--- src/common/ncs_params.svh ---
`ifndef NCS_PARAMS_SVH
`define NCS_PARAMS_SVH
// core clock rate and pin timing, least times
`define NCS_CLK_MHZ 200
`define NCS_T_STROBE_LOW_NS 25
`define NCS_T_STROBE_HIGH_NS 25
`define NCS_T_BUSY_ONSET_NS 100
`define NCS_NS_TO_CYC(ns) ((((ns) * `NCS_CLK_MHZ) + 999) / 1000)
`define NCS_SYNC_CYC 2
// command bytes
`define NCS_CMD_READ 8'h00
`define NCS_CMD_CB_READ 8'h35
`define NCS_CMD_CB_PROG 8'h85
`define NCS_CMD_PROG 8'h10
`define NCS_CMD_DUMMY 8'h11
`define NCS_CMD_SER_IN 8'h80
`define NCS_CMD_PLANE2 8'h81
`define NCS_CMD_ERASE 8'h60
`define NCS_CMD_CONFIRM 8'hd0
`define NCS_CMD_STAT 8'h70
`define NCS_CMD_EDC_STAT 8'h7b
// array geometry
`define NCS_PAGE_BYTES 2112
`define NCS_ROW_W 18
`define NCS_COL_W 12
`define NCS_CNT_W 12
`define NCS_PLANE_BIT 6
`define NCS_ERASE_IGN_W 6
// address selectors carried in a step argument
`define NCS_SEL_DST 0
`define NCS_SEL_FLIP 1
// register byte offsets
`define NCS_AXI_AW 5
`define NCS_OFF_CTRL 5'h00
`define NCS_OFF_STATUS 5'h04
`define NCS_OFF_SRC 5'h08
`define NCS_OFF_DST 5'h0c
`define NCS_OFF_COL 5'h10
`define NCS_OFF_COUNT 5'h14
`define NCS_OFF_WDATA 5'h18
// field positions
`define NCS_CTRL_GO 0
`define NCS_CTRL_OP_LO 1
`define NCS_CTRL_OP_HI 3
`define NCS_ST_BUSY 8
`define NCS_ST_DONE 9
`define NCS_ST_REFUSED 10
`define NCS_ST_WFULL 11
`define NCS_RESP_OKAY 2'h0
`define NCS_RESP_SLVERR 2'h2
`endif

--- src/common/ncs_pkg.sv ---
package ncs_pkg;
	typedef enum logic [2:0] {
		NCS_OP_COPYBACK = 3'h0,
		NCS_OP_ERASE = 3'h1,
		NCS_OP_ERASE2 = 3'h2,
		NCS_OP_PROG2 = 3'h3,
		NCS_OP_COPYBACK2 = 3'h4,
		NCS_OP_STATUS = 3'h5,
		NCS_OP_EDC_STATUS = 3'h6
	} ncs_op_type;
	typedef enum logic [2:0] {
		UC_CMD = 3'h0, UC_ADR5 = 3'h1, UC_ADR3 = 3'h2, UC_DATA = 3'h3,
		UC_WAIT = 3'h4, UC_STAT = 3'h5, UC_END = 3'h6
	} ncs_uc_type;
	typedef struct packed {
		ncs_uc_type code;
		logic [7:0] arg;
	} ncs_step_type;
	typedef enum logic [1:0] {
		KIND_CMD = 2'h0, KIND_ADDR = 2'h1, KIND_WDAT = 2'h2, KIND_RDAT = 2'h3
	} ncs_kind_type;
	typedef enum logic [3:0] {
		SEQ_IDLE = 4'h1, SEQ_FETCH = 4'h2, SEQ_CYC = 4'h4, SEQ_RB = 4'h8
	} ncs_seq_type;
	typedef enum logic [3:0] {
		PH_IDLE = 4'h1, PH_SETUP = 4'h2, PH_LOW = 4'h4, PH_HIGH = 4'h8
	} ncs_phase_type;
endpackage

--- src/ncs_cycle.sv ---
`timescale 1ns/10ps
`default_nettype none
`include "ncs_params.svh"
module ncs_cycle
	import ncs_pkg::*;
#(
	parameter int LOW_CYC = `NCS_NS_TO_CYC(`NCS_T_STROBE_LOW_NS),
	parameter int HIGH_CYC = `NCS_NS_TO_CYC(`NCS_T_STROBE_HIGH_NS)
) (
	input wire logic clk,
	input wire logic rst_n,
	input wire logic start,
	input wire ncs_kind_type kind,
	input wire logic [7:0] wbyte,
	input wire logic [7:0] io_sync,
	output logic done,
	output logic [7:0] rbyte,
	output logic cmd_latch,
	output logic addr_latch,
	output logic write_strobe_n,
	output logic read_strobe_n,
	output logic [7:0] io_out,
	output logic [7:0] io_oe
);
	// read low phase also spans the pin synchroniser
	localparam int RD_LOW = LOW_CYC + `NCS_SYNC_CYC;
	if (LOW_CYC < 1 || HIGH_CYC < 1 || RD_LOW > 255) begin : g_chk
		$error("ncs_cycle: strobe counts out of range");
	end
	ncs_phase_type phase;
	ncs_kind_type kind_q;
	logic [7:0] cnt;
	logic is_rd;
	assign is_rd = (kind_q == KIND_RDAT);

	// phase sequencer: setup, strobe low, strobe high
	always_ff @(posedge clk or negedge rst_n) begin
		if (!rst_n) begin
			phase <= PH_IDLE;
			cnt <= 8'h00;
			kind_q <= KIND_CMD;
			done <= 1'b0;
		end else begin
			done <= 1'b0;
			case (phase)
			PH_IDLE: if (start) begin
				phase <= PH_SETUP;
				kind_q <= kind;
			end
			PH_SETUP: begin
				phase <= PH_LOW;
				cnt <= is_rd ? 8'(RD_LOW - 1) : 8'(LOW_CYC - 1);
			end
			PH_LOW: if (cnt == 8'h00) begin
				phase <= PH_HIGH;
				cnt <= 8'(HIGH_CYC - 1);
			end else begin
				cnt <= cnt - 8'h01;
			end
			PH_HIGH: if (cnt == 8'h00) begin
				phase <= PH_IDLE;
				done <= 1'b1;
			end else begin
				cnt <= cnt - 8'h01;
			end
			default: phase <= PH_IDLE;
			endcase
		end
	end

	// pins; latches and bus stay through the high phase for hold time
	always_ff @(posedge clk or negedge rst_n) begin
		if (!rst_n) begin
			cmd_latch <= 1'b0;
			addr_latch <= 1'b0;
			write_strobe_n <= 1'b1;
			read_strobe_n <= 1'b1;
			io_out <= 8'h00;
			io_oe <= 8'h00;
			rbyte <= 8'h00;
		end else begin
			if (phase == PH_IDLE && start) begin
				cmd_latch <= (kind == KIND_CMD);
				addr_latch <= (kind == KIND_ADDR);
				io_out <= wbyte;
				io_oe <= {8{kind != KIND_RDAT}};
			end
			if (phase == PH_SETUP) begin
				write_strobe_n <= is_rd;
				read_strobe_n <= !is_rd;
			end
			if (phase == PH_LOW && cnt == 8'h00) begin
				write_strobe_n <= 1'b1;
				read_strobe_n <= 1'b1;
				if (is_rd) begin
					rbyte <= io_sync;
				end
			end
			if (phase == PH_HIGH && cnt == 8'h00) begin
				cmd_latch <= 1'b0;
				addr_latch <= 1'b0;
				io_oe <= 8'h00;
			end
		end
	end
endmodule // ncs_cycle
`default_nettype wire

--- src/ncs_seq.sv ---
// Function
// - after ready, controller writes 85h, destination address, then 10h.
// - completion shows on ready/busy pin and status bit 6; either may be used.
// - copy-back only within one plane and between pages of equal parity.
// - with error detection, random data input at most once per address.
// - erase starts with 60h and three row cycles; A12-A17 are ignored.
// - two-plane program loads up to 2112 bytes, then 11h gives short busy.
// - after dummy busy, 81h with address and data, then 10h programs both.
// - both planes share the row address except A18, the plane select.
// - between 11h and 81h only 70h or FFh may be issued.
// - two-plane erase repeats 60h and three address cycles, then D0h.
// - after status reads, 00h must precede further data read cycles.
// - a page program, first plane included, starts with 80h and five addresses.
//
// Register access over AXI4-Lite and the placing of the registers were decided locally.
`timescale 1ns/10ps
`default_nettype none
`include "ncs_params.svh"
module ncs_seq
	import ncs_pkg::*;
#(
	parameter int PAGE_BYTES = `NCS_PAGE_BYTES
) (
	input wire logic CORE_CLK,
	input wire logic NRST,
	input wire logic [`NCS_AXI_AW-1:0] S_AXI_AWADDR,
	input wire logic S_AXI_AWVALID,
	output logic S_AXI_AWREADY,
	input wire logic [31:0] S_AXI_WDATA,
	input wire logic [3:0] S_AXI_WSTRB,
	input wire logic S_AXI_WVALID,
	output logic S_AXI_WREADY,
	output logic [1:0] S_AXI_BRESP,
	output logic S_AXI_BVALID,
	input wire logic S_AXI_BREADY,
	input wire logic [`NCS_AXI_AW-1:0] S_AXI_ARADDR,
	input wire logic S_AXI_ARVALID,
	output logic S_AXI_ARREADY,
	output logic [31:0] S_AXI_RDATA,
	output logic [1:0] S_AXI_RRESP,
	output logic S_AXI_RVALID,
	input wire logic S_AXI_RREADY,
	output logic NAND_CLE,
	output logic NAND_ALE,
	output logic NAND_CHIP_EN_N,
	output logic NAND_WRITE_STROBE_N,
	output logic NAND_READ_STROBE_N,
	output logic NAND_WRITE_PROT_N,
	input wire logic [7:0] NAND_IO_I,
	output logic [7:0] NAND_IO_O,
	output logic [7:0] NAND_IO_OE,
	input wire logic NAND_READY
);
	localparam logic [7:0] WB_CYC = 8'(`NCS_NS_TO_CYC(`NCS_T_BUSY_ONSET_NS));
	localparam ncs_step_type S_END = '{UC_END, 8'h00};
	localparam ncs_step_type S_WAIT = '{UC_WAIT, 8'h00};
	localparam ncs_step_type S_DATA = '{UC_DATA, 8'h00};
	localparam ncs_step_type S_STAT = '{UC_STAT, 8'h00};
	if (PAGE_BYTES < 1 || PAGE_BYTES >= (1 << `NCS_CNT_W)) begin : g_chk
		$error("ncs_seq: PAGE_BYTES out of range");
	end

	logic [`NCS_ROW_W-1:0] src_row, dst_row, row_sel;
	logic [`NCS_COL_W-1:0] col;
	logic [`NCS_CNT_W-1:0] count, bcnt;
	logic [7:0] wbyte, stat_byte, wb_cnt, last_cmd, addr_byte, cyc_byte, cyc_rbyte;
	logic [7:0] io_m, io_s;
	logic rdy_m, rdy_s, wfull, done, refused, cap, cyc_start, cyc_done;
	logic wr_go, rd_go, go, bad, accept, take, end_pulse, wfull_set, chip_en_n;
	logic [2:0] sub, last_sub, ai;
	logic [4:0] idx;
	logic [31:0] rd_mux;
	ncs_op_type op, op_new;
	ncs_seq_type st;
	ncs_step_type step;
	ncs_kind_type cyc_kind, last_kind;

	function automatic ncs_step_type cm(input logic [7:0] b);
		return '{UC_CMD, b};
	endfunction
	function automatic ncs_step_type a5(input logic [7:0] s);
		return '{UC_ADR5, s};
	endfunction
	function automatic ncs_step_type a3(input logic [7:0] s);
		return '{UC_ADR3, s};
	endfunction
	// byte-lane merge of a register write
	function automatic logic [31:0] merge(input logic [31:0] o, input logic [31:0] n,
		input logic [3:0] s);
		for (int k = 0; k < 4; k++) begin
			if (s[k]) begin
				o[8*k +: 8] = n[8*k +: 8];
			end
		end
		return o;
	endfunction

	// step tables; address arg bit0 picks destination, bit1 flips the plane
	function automatic ncs_step_type step_of(input ncs_op_type o, input logic [4:0] i);
		ncs_step_type t [0:18];
		t = '{default: S_END};
		case (o)
		NCS_OP_COPYBACK: t = '{0: cm(`NCS_CMD_READ), 1: a5(8'h00),
			2: cm(`NCS_CMD_CB_READ), 3: S_WAIT, 4: cm(`NCS_CMD_CB_PROG),
			5: a5(8'h01), 6: cm(`NCS_CMD_PROG), 7: S_WAIT,
			8: cm(`NCS_CMD_EDC_STAT), 9: S_STAT, default: S_END};
		NCS_OP_ERASE: t = '{0: cm(`NCS_CMD_ERASE), 1: a3(8'h00),
			2: cm(`NCS_CMD_CONFIRM), 3: S_WAIT, 4: cm(`NCS_CMD_STAT),
			5: S_STAT, default: S_END};
		NCS_OP_ERASE2: t = '{0: cm(`NCS_CMD_ERASE), 1: a3(8'h00),
			2: cm(`NCS_CMD_ERASE), 3: a3(8'h02), 4: cm(`NCS_CMD_CONFIRM),
			5: S_WAIT, 6: cm(`NCS_CMD_STAT), 7: S_STAT, default: S_END};
		NCS_OP_PROG2: t = '{0: cm(`NCS_CMD_SER_IN), 1: a5(8'h01), 2: S_DATA,
			3: cm(`NCS_CMD_DUMMY), 4: S_WAIT, 5: cm(`NCS_CMD_PLANE2),
			6: a5(8'h03), 7: S_DATA, 8: cm(`NCS_CMD_PROG), 9: S_WAIT,
			10: cm(`NCS_CMD_STAT), 11: S_STAT, default: S_END};
		NCS_OP_COPYBACK2: t = '{0: cm(`NCS_CMD_READ), 1: a5(8'h00),
			2: cm(`NCS_CMD_CB_READ), 3: S_WAIT, 4: cm(`NCS_CMD_READ),
			5: a5(8'h02), 6: cm(`NCS_CMD_CB_READ), 7: S_WAIT,
			8: cm(`NCS_CMD_CB_PROG), 9: a5(8'h01), 10: cm(`NCS_CMD_DUMMY),
			11: S_WAIT, 12: cm(`NCS_CMD_PLANE2), 13: a5(8'h03),
			14: cm(`NCS_CMD_PROG), 15: S_WAIT, 16: cm(`NCS_CMD_EDC_STAT),
			17: S_STAT, default: S_END};
		NCS_OP_STATUS: t = '{0: cm(`NCS_CMD_STAT), 1: S_STAT, default: S_END};
		NCS_OP_EDC_STATUS: t = '{0: cm(`NCS_CMD_EDC_STAT), 1: S_STAT, default: S_END};
		default: t = '{default: S_END};
		endcase
		return (i > 5'd18) ? S_END : t[i];
	endfunction

	// two-flop synchronisers for the pins
	always_ff @(posedge CORE_CLK or negedge NRST) begin
		if (!NRST) begin
			io_m <= 8'h00;
			io_s <= 8'h00;
			rdy_m <= 1'b0;
			rdy_s <= 1'b0;
		end else begin
			io_m <= NAND_IO_I;
			io_s <= io_m;
			rdy_m <= NAND_READY;
			rdy_s <= rdy_m;
		end
	end

	// bus handshakes; one write and one read in flight at most
	assign wr_go = S_AXI_AWVALID && S_AXI_WVALID && !S_AXI_BVALID;
	assign S_AXI_AWREADY = wr_go;
	assign S_AXI_WREADY = wr_go;
	assign rd_go = S_AXI_ARVALID && !S_AXI_RVALID;
	assign S_AXI_ARREADY = !S_AXI_RVALID;

	// start request and its admission checks
	assign go = wr_go && S_AXI_AWADDR == `NCS_OFF_CTRL && S_AXI_WSTRB[0]
		&& S_AXI_WDATA[`NCS_CTRL_GO];
	assign op_new = ncs_op_type'(S_AXI_WDATA[`NCS_CTRL_OP_HI:`NCS_CTRL_OP_LO]);
	always_comb begin
		bad = (op_new > NCS_OP_EDC_STATUS);
		if (op_new == NCS_OP_COPYBACK || op_new == NCS_OP_COPYBACK2) begin
			// same plane and same page parity only
			bad = bad || (src_row[`NCS_PLANE_BIT] != dst_row[`NCS_PLANE_BIT])
				|| (src_row[0] != dst_row[0]);
		end
		if (op_new == NCS_OP_PROG2) begin
			bad = bad || count == '0 || count > `NCS_CNT_W'(PAGE_BYTES);
		end
	end
	assign accept = go && st == SEQ_IDLE && !bad;
	assign step = step_of(op, idx);
	assign end_pulse = (st == SEQ_FETCH) && (step.code == UC_END);

	// write response
	always_ff @(posedge CORE_CLK or negedge NRST) begin
		if (!NRST) begin
			S_AXI_BVALID <= 1'b0;
			S_AXI_BRESP <= `NCS_RESP_OKAY;
		end else if (wr_go) begin
			S_AXI_BVALID <= 1'b1;
			S_AXI_BRESP <= (S_AXI_AWADDR == `NCS_OFF_STATUS || S_AXI_AWADDR > `NCS_OFF_WDATA
				|| S_AXI_AWADDR[1:0] != 2'h0) ? `NCS_RESP_SLVERR : `NCS_RESP_OKAY;
		end else if (S_AXI_BREADY) begin
			S_AXI_BVALID <= 1'b0;
		end
	end

	// address and count registers; held stable while an operation runs
	always_ff @(posedge CORE_CLK or negedge NRST) begin
		if (!NRST) begin
			src_row <= '0;
			dst_row <= '0;
			col <= '0;
			count <= '0;
		end else if (wr_go && st == SEQ_IDLE) begin
			case (S_AXI_AWADDR)
			`NCS_OFF_SRC: src_row <= `NCS_ROW_W'(merge(32'(src_row), S_AXI_WDATA, S_AXI_WSTRB));
			`NCS_OFF_DST: dst_row <= `NCS_ROW_W'(merge(32'(dst_row), S_AXI_WDATA, S_AXI_WSTRB));
			`NCS_OFF_COL: col <= `NCS_COL_W'(merge(32'(col), S_AXI_WDATA, S_AXI_WSTRB));
			`NCS_OFF_COUNT: count <= `NCS_CNT_W'(merge(32'(count), S_AXI_WDATA, S_AXI_WSTRB));
			default: ;
			endcase
		end
	end

	// sticky flags; a hardware set wins over a same-cycle clear
	assign wfull_set = wr_go && S_AXI_AWADDR == `NCS_OFF_WDATA && S_AXI_WSTRB[0] && !wfull;
	always_ff @(posedge CORE_CLK or negedge NRST) begin
		if (!NRST) begin
			done <= 1'b0;
			refused <= 1'b0;
			wfull <= 1'b0;
			wbyte <= 8'h00;
		end else begin
			done <= end_pulse || (done && !accept);
			refused <= (go && st == SEQ_IDLE && bad) || (refused && !accept);
			wfull <= wfull_set || (wfull && !take);
			if (wfull_set) begin
				wbyte <= S_AXI_WDATA[7:0];
			end
		end
	end

	// read data mux, registered on the accepting edge
	always_comb begin
		case (S_AXI_ARADDR)
		`NCS_OFF_CTRL: rd_mux = {28'h0, op, 1'b0};
		`NCS_OFF_STATUS: rd_mux = {20'h0, wfull, refused, done, st != SEQ_IDLE, stat_byte};
		`NCS_OFF_SRC: rd_mux = 32'(src_row);
		`NCS_OFF_DST: rd_mux = 32'(dst_row);
		`NCS_OFF_COL: rd_mux = 32'(col);
		`NCS_OFF_COUNT: rd_mux = 32'(count);
		`NCS_OFF_WDATA: rd_mux = {24'h0, wbyte};
		default: rd_mux = 32'h0;
		endcase
	end
	always_ff @(posedge CORE_CLK or negedge NRST) begin
		if (!NRST) begin
			S_AXI_RVALID <= 1'b0;
			S_AXI_RDATA <= 32'h0;
			S_AXI_RRESP <= `NCS_RESP_OKAY;
		end else if (rd_go) begin
			S_AXI_RVALID <= 1'b1;
			S_AXI_RDATA <= rd_mux;
			S_AXI_RRESP <= (S_AXI_ARADDR > `NCS_OFF_WDATA || S_AXI_ARADDR[1:0] != 2'h0)
				? `NCS_RESP_SLVERR : `NCS_RESP_OKAY;
		end else if (S_AXI_RREADY) begin
			S_AXI_RVALID <= 1'b0;
		end
	end

	// address byte: second plane differs only in the plane bit
	always_comb begin
		row_sel = step.arg[`NCS_SEL_DST] ? dst_row : src_row;
		if (step.arg[`NCS_SEL_FLIP]) begin
			row_sel[`NCS_PLANE_BIT] = !row_sel[`NCS_PLANE_BIT];
		end
		if (step.code == UC_ADR3) begin
			row_sel[`NCS_ERASE_IGN_W-1:0] = '0;
		end
		last_sub = (step.code == UC_ADR3) ? 3'h2 : 3'h4;
		ai = (step.code == UC_ADR3) ? sub + 3'h2 : sub;
		case (ai)
		3'h0: addr_byte = col[7:0];
		3'h1: addr_byte = 8'(col[`NCS_COL_W-1:8]);
		3'h2: addr_byte = row_sel[7:0];
		3'h3: addr_byte = row_sel[15:8];
		default: addr_byte = 8'(row_sel[`NCS_ROW_W-1:16]);
		endcase
	end

	// cycle issue from the fetched step; data steps stall on an empty byte
	always_comb begin
		cyc_start = 1'b0;
		cyc_kind = KIND_CMD;
		cyc_byte = 8'h00;
		if (st == SEQ_FETCH) begin
			case (step.code)
			UC_CMD: begin
				cyc_start = 1'b1;
				cyc_byte = step.arg;
			end
			UC_ADR5, UC_ADR3: begin
				cyc_start = 1'b1;
				cyc_kind = KIND_ADDR;
				cyc_byte = addr_byte;
			end
			UC_DATA: begin
				cyc_start = (bcnt != count) && wfull;
				cyc_kind = KIND_WDAT;
				cyc_byte = wbyte;
			end
			UC_STAT: begin
				cyc_start = 1'b1;
				cyc_kind = KIND_RDAT;
			end
			default: ;
			endcase
		end
	end
	assign take = cyc_start && cyc_kind == KIND_WDAT;

	// sequencer
	always_ff @(posedge CORE_CLK or negedge NRST) begin
		if (!NRST) begin
			st <= SEQ_IDLE;
			op <= NCS_OP_COPYBACK;
			idx <= 5'h00;
			sub <= 3'h0;
			bcnt <= '0;
			wb_cnt <= 8'h00;
			cap <= 1'b0;
		end else begin
			case (st)
			SEQ_IDLE: if (accept) begin
				op <= op_new;
				idx <= 5'h00;
				sub <= 3'h0;
				bcnt <= '0;
				st <= SEQ_FETCH;
			end
			SEQ_FETCH: begin
				cap <= (step.code == UC_STAT);
				case (step.code)
				UC_CMD, UC_STAT: begin
					idx <= idx + 5'h01;
					st <= SEQ_CYC;
				end
				UC_ADR5, UC_ADR3: begin
					sub <= (sub == last_sub) ? 3'h0 : sub + 3'h1;
					idx <= (sub == last_sub) ? idx + 5'h01 : idx;
					st <= SEQ_CYC;
				end
				UC_DATA: if (bcnt == count) begin
					bcnt <= '0;
					idx <= idx + 5'h01;
				end else if (wfull) begin
					bcnt <= bcnt + 1'b1;
					st <= SEQ_CYC;
				end
				UC_WAIT: begin
					wb_cnt <= WB_CYC - 8'h01;
					st <= SEQ_RB;
				end
				default: st <= SEQ_IDLE;
				endcase
			end
			SEQ_CYC: if (cyc_done) begin
				st <= SEQ_FETCH;
			end
			// give the device time to pull busy low before trusting ready
			SEQ_RB: if (wb_cnt != 8'h00) begin
				wb_cnt <= wb_cnt - 8'h01;
			end else if (rdy_s) begin
				idx <= idx + 5'h01;
				st <= SEQ_FETCH;
			end
			default: st <= SEQ_IDLE;
			endcase
		end
	end

	// status capture, chip select, command history
	always_ff @(posedge CORE_CLK or negedge NRST) begin
		if (!NRST) begin
			stat_byte <= 8'h00;
			chip_en_n <= 1'b1;
			last_cmd <= 8'h00;
			last_kind <= KIND_CMD;
		end else begin
			if (cyc_done && cap) begin
				stat_byte <= cyc_rbyte;
			end
			chip_en_n <= !(accept || (st != SEQ_IDLE && !end_pulse));
			if (cyc_start) begin
				last_kind <= cyc_kind;
				if (cyc_kind == KIND_CMD) begin
					last_cmd <= cyc_byte;
				end
			end
		end
	end
	assign NAND_CHIP_EN_N = chip_en_n;
	assign NAND_WRITE_PROT_N = 1'b1; // erase and program are never fenced here

	ncs_cycle u_cyc (
		.clk(CORE_CLK),
		.rst_n(NRST),
		.start(cyc_start),
		.kind(cyc_kind),
		.wbyte(cyc_byte),
		.io_sync(io_s),
		.done(cyc_done),
		.rbyte(cyc_rbyte),
		.cmd_latch(NAND_CLE),
		.addr_latch(NAND_ALE),
		.write_strobe_n(NAND_WRITE_STROBE_N),
		.read_strobe_n(NAND_READ_STROBE_N),
		.io_out(NAND_IO_O),
		.io_oe(NAND_IO_OE)
	);
endmodule // ncs_seq
`default_nettype wire

--- config.mk ---
export PLATFORM = sky130hd
export DESIGN_NAME = ncs_seq
export DESIGN_NICKNAME = d
export VERILOG_FILES = /design/src/common/ncs_pkg.sv /design/src/ncs_cycle.sv /design/src/ncs_seq.sv
export VERILOG_INCLUDE_DIRS = /design/src /design/src/common
export SDC_FILE = /design/constraint.sdc
export NUM_CORES = 1
export LEC_CHECK = 0
export BUFFER_PORTS_ARGS = -buffer_cell sky130_fd_sc_hd__buf_2
export CAP_MARGIN = 20
export CORE_MARGIN = 2
export CORE_UTILIZATION = 64
export CTS_CLUSTER_SIZE = 8
export DETAILED_ROUTE_END_ITERATION = 12
export PLACE_DENSITY = 0.9
export SETUP_SLACK_MARGIN = 0.2
export SLEW_MARGIN = 30
export SYNTH_ARGS = -nofsm -noshare
export SYNTH_HDL_FRONTEND = slang
export SYNTH_SLANG_ARGS = --single-unit
--- constraint.sdc ---
create_clock -name CORE_CLK -period 5.8 [get_ports CORE_CLK]
set_clock_uncertainty 0.2 [all_clocks]
set_input_delay 1.16 -clock CORE_CLK [delete_from_list [all_inputs] [get_ports CORE_CLK]]
set_output_delay 1.16 -clock CORE_CLK [all_outputs]
set_load 0.01 [all_outputs]
* Yosys cells after proc, flatten, opt, wreduce, memory -nomap -nowiden
Cells that the tools add are included.
** Word-level totals
- Bits in latches :: 0
- Memory bits (read-only) :: 0
- Memories :: 0
- Output and inout bits :: 63
- Input port bits :: 62
- Register bits after elaboration :: 215
- Memory bits (writable) :: 0
- Logic and storage cells :: 283
** Operators by class
- Muxes and demuxes :: 73
- Equal/unequal tests :: 65
- Shifts and indexed selects :: 0
- Magnitude comparators :: 6
- Reductions and logical operators :: 89
- Divide/modulo/power cells :: 0
- Bitwise gates (word level) :: 1
- $add $sub $neg :: 6
- Multipliers :: 0
** Operator list (count)
- $pmux W209 S7 :: 1
- $pmux W18 S7 :: 1
- $mux W8 :: 7
- $bmux W11 S5 :: 1
- $mux W12 :: 4
- $pmux W8 S3 :: 2
- $reduce_and A3 Y1 :: 13
- $mux W4 :: 9
- $mux W11 :: 3
- $pmux W4 S4 :: 2
- $pmux W8 S4 :: 1
- $eq A5 B5 Y1 const B :: 6
- $pmux W5 S3 :: 2
- $mux W5 :: 5
- $logic_and A1 B1 Y1 :: 24
- $pmux W12 S2 :: 1
- $eq A3 B2 Y1 const B :: 7
- $eq A3 B3 Y1 const B :: 7
- $eq A5 B4 Y1 const B :: 4
- $mux W1 :: 18
- $mux W18 :: 1
- $pmux W8 S2 :: 1
- $reduce_bool A2 Y1 :: 8
- $sub A8 B1 Y8 const B :: 2
- other kinds (48) :: 110

* Logic depth before layout (Yosys ltp)
- Word-level depth :: 15
- Gate-level depth with buffers :: 15
- Depth with buffers taken out :: 11

* By module
A second synthesis with hierarchy kept.
** Unflattened totals
- Cells, all modules :: 1078
- Area, all modules :: 10817.9 um^2
** By module, submodules not included
- ncs_seq :: cells an instance 939, area each 9151.3 um^2, times used 1, sequential area each 3906.2 um^2
- ncs_cycle :: cells an instance 139, area each 1666.6 um^2, times used 1, sequential area each 904.6 um^2

* Least setup slack after synthesis
No wires, ideal clock.
- Path type :: register -> register
- Start point :: register op[1]
- End point :: register idx[0]
- Library setup time :: 0.125 ns
- Period minus slack after synthesis :: 3.573 ns
- Path slack :: 2.227 ns
- Arrival time :: 3.248 ns
- Data required time :: 5.475 ns
- Cell stages (with the launch flop) :: 13
- Path buffers :: 1
- Path through :: dfrtp_1 inv_1 ha_1 buf_2 or4b_1 o2111a_1 a221oi_4 nand3_4 nor4_4 mux2_2 a211o_2 nand2_1 mux2_2
** On the way
- Word-level cells in the longest chain between the ends :: 11
- Elaborated cells on any way between the ends :: 27
- Those cells by class :: eq/ne (14); mux (8); reduce/logical (5)
** Ends and longest elaborated chain
- from (decl) :: line ncs_seq.sv:73 : ncs_op_type op, op_new;
- from (signal assigned) :: line ncs_seq.sv:314 : op <= op_new;
- $eq A3 B3 Y1 (tied with other cells) :: line ncs_seq.sv:102 : case (o)
- $pmux W209 S7 (*) :: line ncs_seq.sv:102
- $bmux W11 S5 (*) :: line ncs_seq.sv:128 : return (i > 5'd18) ? S_END : t[i];
- $mux W11 (not written as such) (*) (2 in a row) :: line ncs_seq.sv:128
- $mux W11 (*) :: line ncs_seq.sv:128
- $eq A3 B2 Y1 :: line ncs_seq.sv:259, ncs_seq.sv:322
- $mux W3 :: line ncs_seq.sv:259 : last_sub = (step.code == UC_ADR3) ? 3'h2 : 3'h4;
- $eq A3 B3 Y1 :: line ncs_seq.sv:329 : idx <= (sub == last_sub) ? idx + 5'h01 : idx;
- $ne A3 B3 Y1 (no source line)
- $reduce_and A7 Y1 (no source line)
- to (signal assigned) :: line ncs_seq.sv:324 : idx <= idx + 5'h01;
- to (signal assigned) :: line ncs_seq.sv:329
- to (signal assigned) :: line ncs_seq.sv:334 : idx <= idx + 5'h01;
- to (decl) :: line ncs_seq.sv:71 : logic [4:0] idx;
Every way passes the cells marked *; elsewhere a longest branch is shown, timed or not. The select of a mux whose other input is x is not followed.
A chain may end at the register's enable or synchronous reset.

* Final worst setup path
- Start point :: register op[0]
- End point :: register idx[0]
Same word-level chain as after synthesis.

==> impl_metrics.ini <==
[status]
status = finished clean

[synthesis]
yosysUniqueCellTypes = 82
synth.area.top_cells = dfrtp_1 43%, mux2_2 9.6%, mux2i_1 4.1%, nand2_1 4.1%, o21ai_0 3.4%
syn_inst = 1116
synth_edf_count = 0
netlist.area_leader.share = 0.4303
synth_ff_type = dfrtp_1
synthArstFlopShare = 1.000
synthesis.area_um2 = 10870
ys_ff_latch = 192
synth_top_area_cell = dfrtp_1
yosys_warnings = 0
synth_seq_area_share = 0.4424
syn_avg_cell_area_um2 = 9.744

[power_and_ir_drop]
clkPwrFrac = 0.426
comb_power_share = 0.101
ir_worst_vdd_mv = 0.2411
power_frac_seq = 0.473
powerDensity_nw_per_um2 = 251.9
p_leak_nw = 5.517
p_int_mw = 2.119
fin_total_pwr_mw = 3.022
p_sw_uw = 902.6
swShare = 0.2987

[critical_path]
crit_top_cell = nand2_1
cp.arrival_ns = 4.69
end_kind = register
path_cells = inv_1 -> ha_1 -> nand2_1 -> o21ai_0 -> o2111ai_1 -> a221oi_2 -> nor3_1 -> o21ai_1 -> a211o_2 -> nand2_1 -> mux2_2
required_ns = 5.94
critPathSlowestCell = a221oi_2
startpoint = op[0]
worstSetupPathType = register to register
r2r-start = op[0]
cp-start-kind = register
slowest_delay_ns = 0.74
crit_fanout = 22

[timing]
setup_viol = 0
fmax_mhz = 219.8
slew_headroom = 0.3295
finalCritPeriodShare = 0.7843
hold_violations = 0
finalMaxSlewViolations = 0
rsz0062_at_grt = no
setup_tns_ns = 0
min_period_ns = 4.549
worst_pin_slew_ns = 1.002

[clock_network]
clkLatencyLatePin_ns = 0.46
ctsResizeCount = 0
cts_tree = built
cts-root-buf = clkbuf_16
clkTransAtPathRegs_ns = 0.08
clkSinkCount = 192
cts_made_buffers = 17
cts_setup_buffers = 0
cts.htree.levels = 4
cts_max_path_buffers = 2
cts-hold-fix-buffers = 0

[layout]
drive_gt1_frac = 0.2148
final_common_cell = dfrtp_1
diodes = 0
fin_nets = 1247
layout_common_cells = 187 x dfrtp_1, 120 x nand2_1, 93 x mux2_2, 92 x nor2_1, 91 x buf_2
area_growth_pct = 10.32

[placed_design]
io_buffers = 92
dp_hpwl_um = 21380
place.gp.congestion = 0.9844

[drt]
drc = 0
routed-via-count = 9299
avgRoutedWirePerCell_um = 21.07
ant_nets = 0
vias_per_cell = 6.609
first_pass_iters = 6
wl_um = 29640
drt_iter0_drc = 1280

[global_route]
grt_max_degree = 107
globalRouteTotalUtil = 0.3389
grt_pass1_vias = 8766
antenna_found_initial = 1
grt_overflow = 0
grt_pass1_wl_um = 47550

[floorplan]
start_util = 0.6557
dieArea_um2 = 18050
ios = 125
die_width_um = 134.4
die_h_um = 134.4
coreArea_um2 = 16580
num_rows = 47

[job]
maxCapViolCount = 0

[min_path]
hold_start = rdy_m
min_path_type = register to register
logic make-up (layout without fill, tap and decap cells):
| family | count (synthesis) | after routing | share of synthesized area |
|---|---|---|---|
| xor gates and xnor gates | 34 | 34 | 0.02738 |
| other | 2 | 17 | 0.0006906 |
| adders and majority gates | 11 | 11 | 0.01266 |
| buffers and inverters | 104 | 160 | 0.04913 |
| DFF | 192 | 192 | 0.4424 |
| AOI/OAI and AO/OA | 258 | 258 | 0.1569 |
| muxes | 140 | 140 | 0.1419 |
| and+or+nand+nor | 375 | 375 | 0.1689 |
path summary, 6_finish.rpt:
| kind | depth (start not counted) | slack, ns | end |
|---|---|---|---|
| setup / recovery | 11 | 1.25 | idx[0] |
| hold / removal | 0 | 0.16 | rdy_s |
| setup reg to reg | 11 | 1.25 | idx[0] |
| hold reg to reg | 0 | 0.16 | rdy_s |
| max in group asynchronous | 2 | 3.59 | src_row[14] |
| min in group asynchronous | 1 | 0.61 | bcnt[0] |
cells in the mapped netlist, drive strengths merged, types with 4 or more instances:
master and n:
mux2i 45, o22ai 11, xnor2 12, xor2 22, o31ai 7, dfstp 5, a31oi 11, nor3b 4
or2 6, or3 7, nand3 41, o31a 4, o21ai 82, a21oi 46, and3 11, a22oi 16
a221oi 8, nor2b 8, a21o 6, a211oi 12, nor3 27, nand4 6, o211ai 11, and2 8
nand2 121, nand2b 9, clkbuf 34, o21a 4, nor2 92, inv 21, ha 11, mux2 93
nor4b 6, dfrtp 187, buf 46, nor4 16
flip-flops by register name (all words and copies together) (netlist names), 12 cells and up, named ones only:
register,count
count,12
dst_row,18
col,12
bcnt,12
src_row,18
S_AXI_RDATA,18
per-stage QoR:
stage	cells	hold slack, ns	utilization	cell area (µm²)	setup WS [ns]
after floorplan	1131	0.1312	-	10930	2.227
final	1407	0.1587	0.7234	12000	1.251
after detailed placement	1375	0.1417	0.6834	11330	1.424
after global routing	1407	0.1668	0.7234	12000	1.094
after CTS	1407	0.1621	0.7234	12000	1.395
after global placement	1375	0.1353	0.6830	11330	1.514
routing by layer:
metal | track usage | part of all wire | vias to the layer above
li1 | - | - | 4135
met3 | 0.06349 | 0.092 | 102
met2 | 0.5363 | 0.48 | 564
met5 | 0 | 0 | -
met4 | 0.1246 | 0.035 | 0
met1 | 0.4701 | 0.40 | 4498
power groups by stage:
stage | Sequential (mW) | Combinational (mW) | Clock, mW
after CTS | 1.43 | 0.300 | 1.29
after floorplan | 1.44 | 0.199 | 0
after global placement | 1.45 | 0.290 | 0
after global routing | 1.43 | 0.334 | 1.35
final | 1.43 | 0.306 | 1.29
after detailed placement | 1.45 | 0.297 | 0
critical path: cells and delay by family (launching register included):
| kind | cells | cell delay, ns |
|---|---|---|
| and+or+nand+nor | 3 | 0.51 |
| AOI/OAI and AO/OA | 5 | 2.07 |
| DFF | 1 | 0.48 |
| adders and majority gates | 1 | 0.69 |
| buffers and inverters | 1 | 0.18 |
| muxes | 1 | 0.30 |
area by class of cell:
class / count / area [µm²]
clock buffer: 17 / 425.4
clock inverter: 15 / 237.7
fill: 1137 / 4587
inverter: 24 / 90.09
multi-input combinational: 835 / 5598
sequential: 192 / 4811
tap: 220 / 275.3
timing repair buffer: 104 / 559.3
No activity file was read; power rests on OpenSTA's default activity.
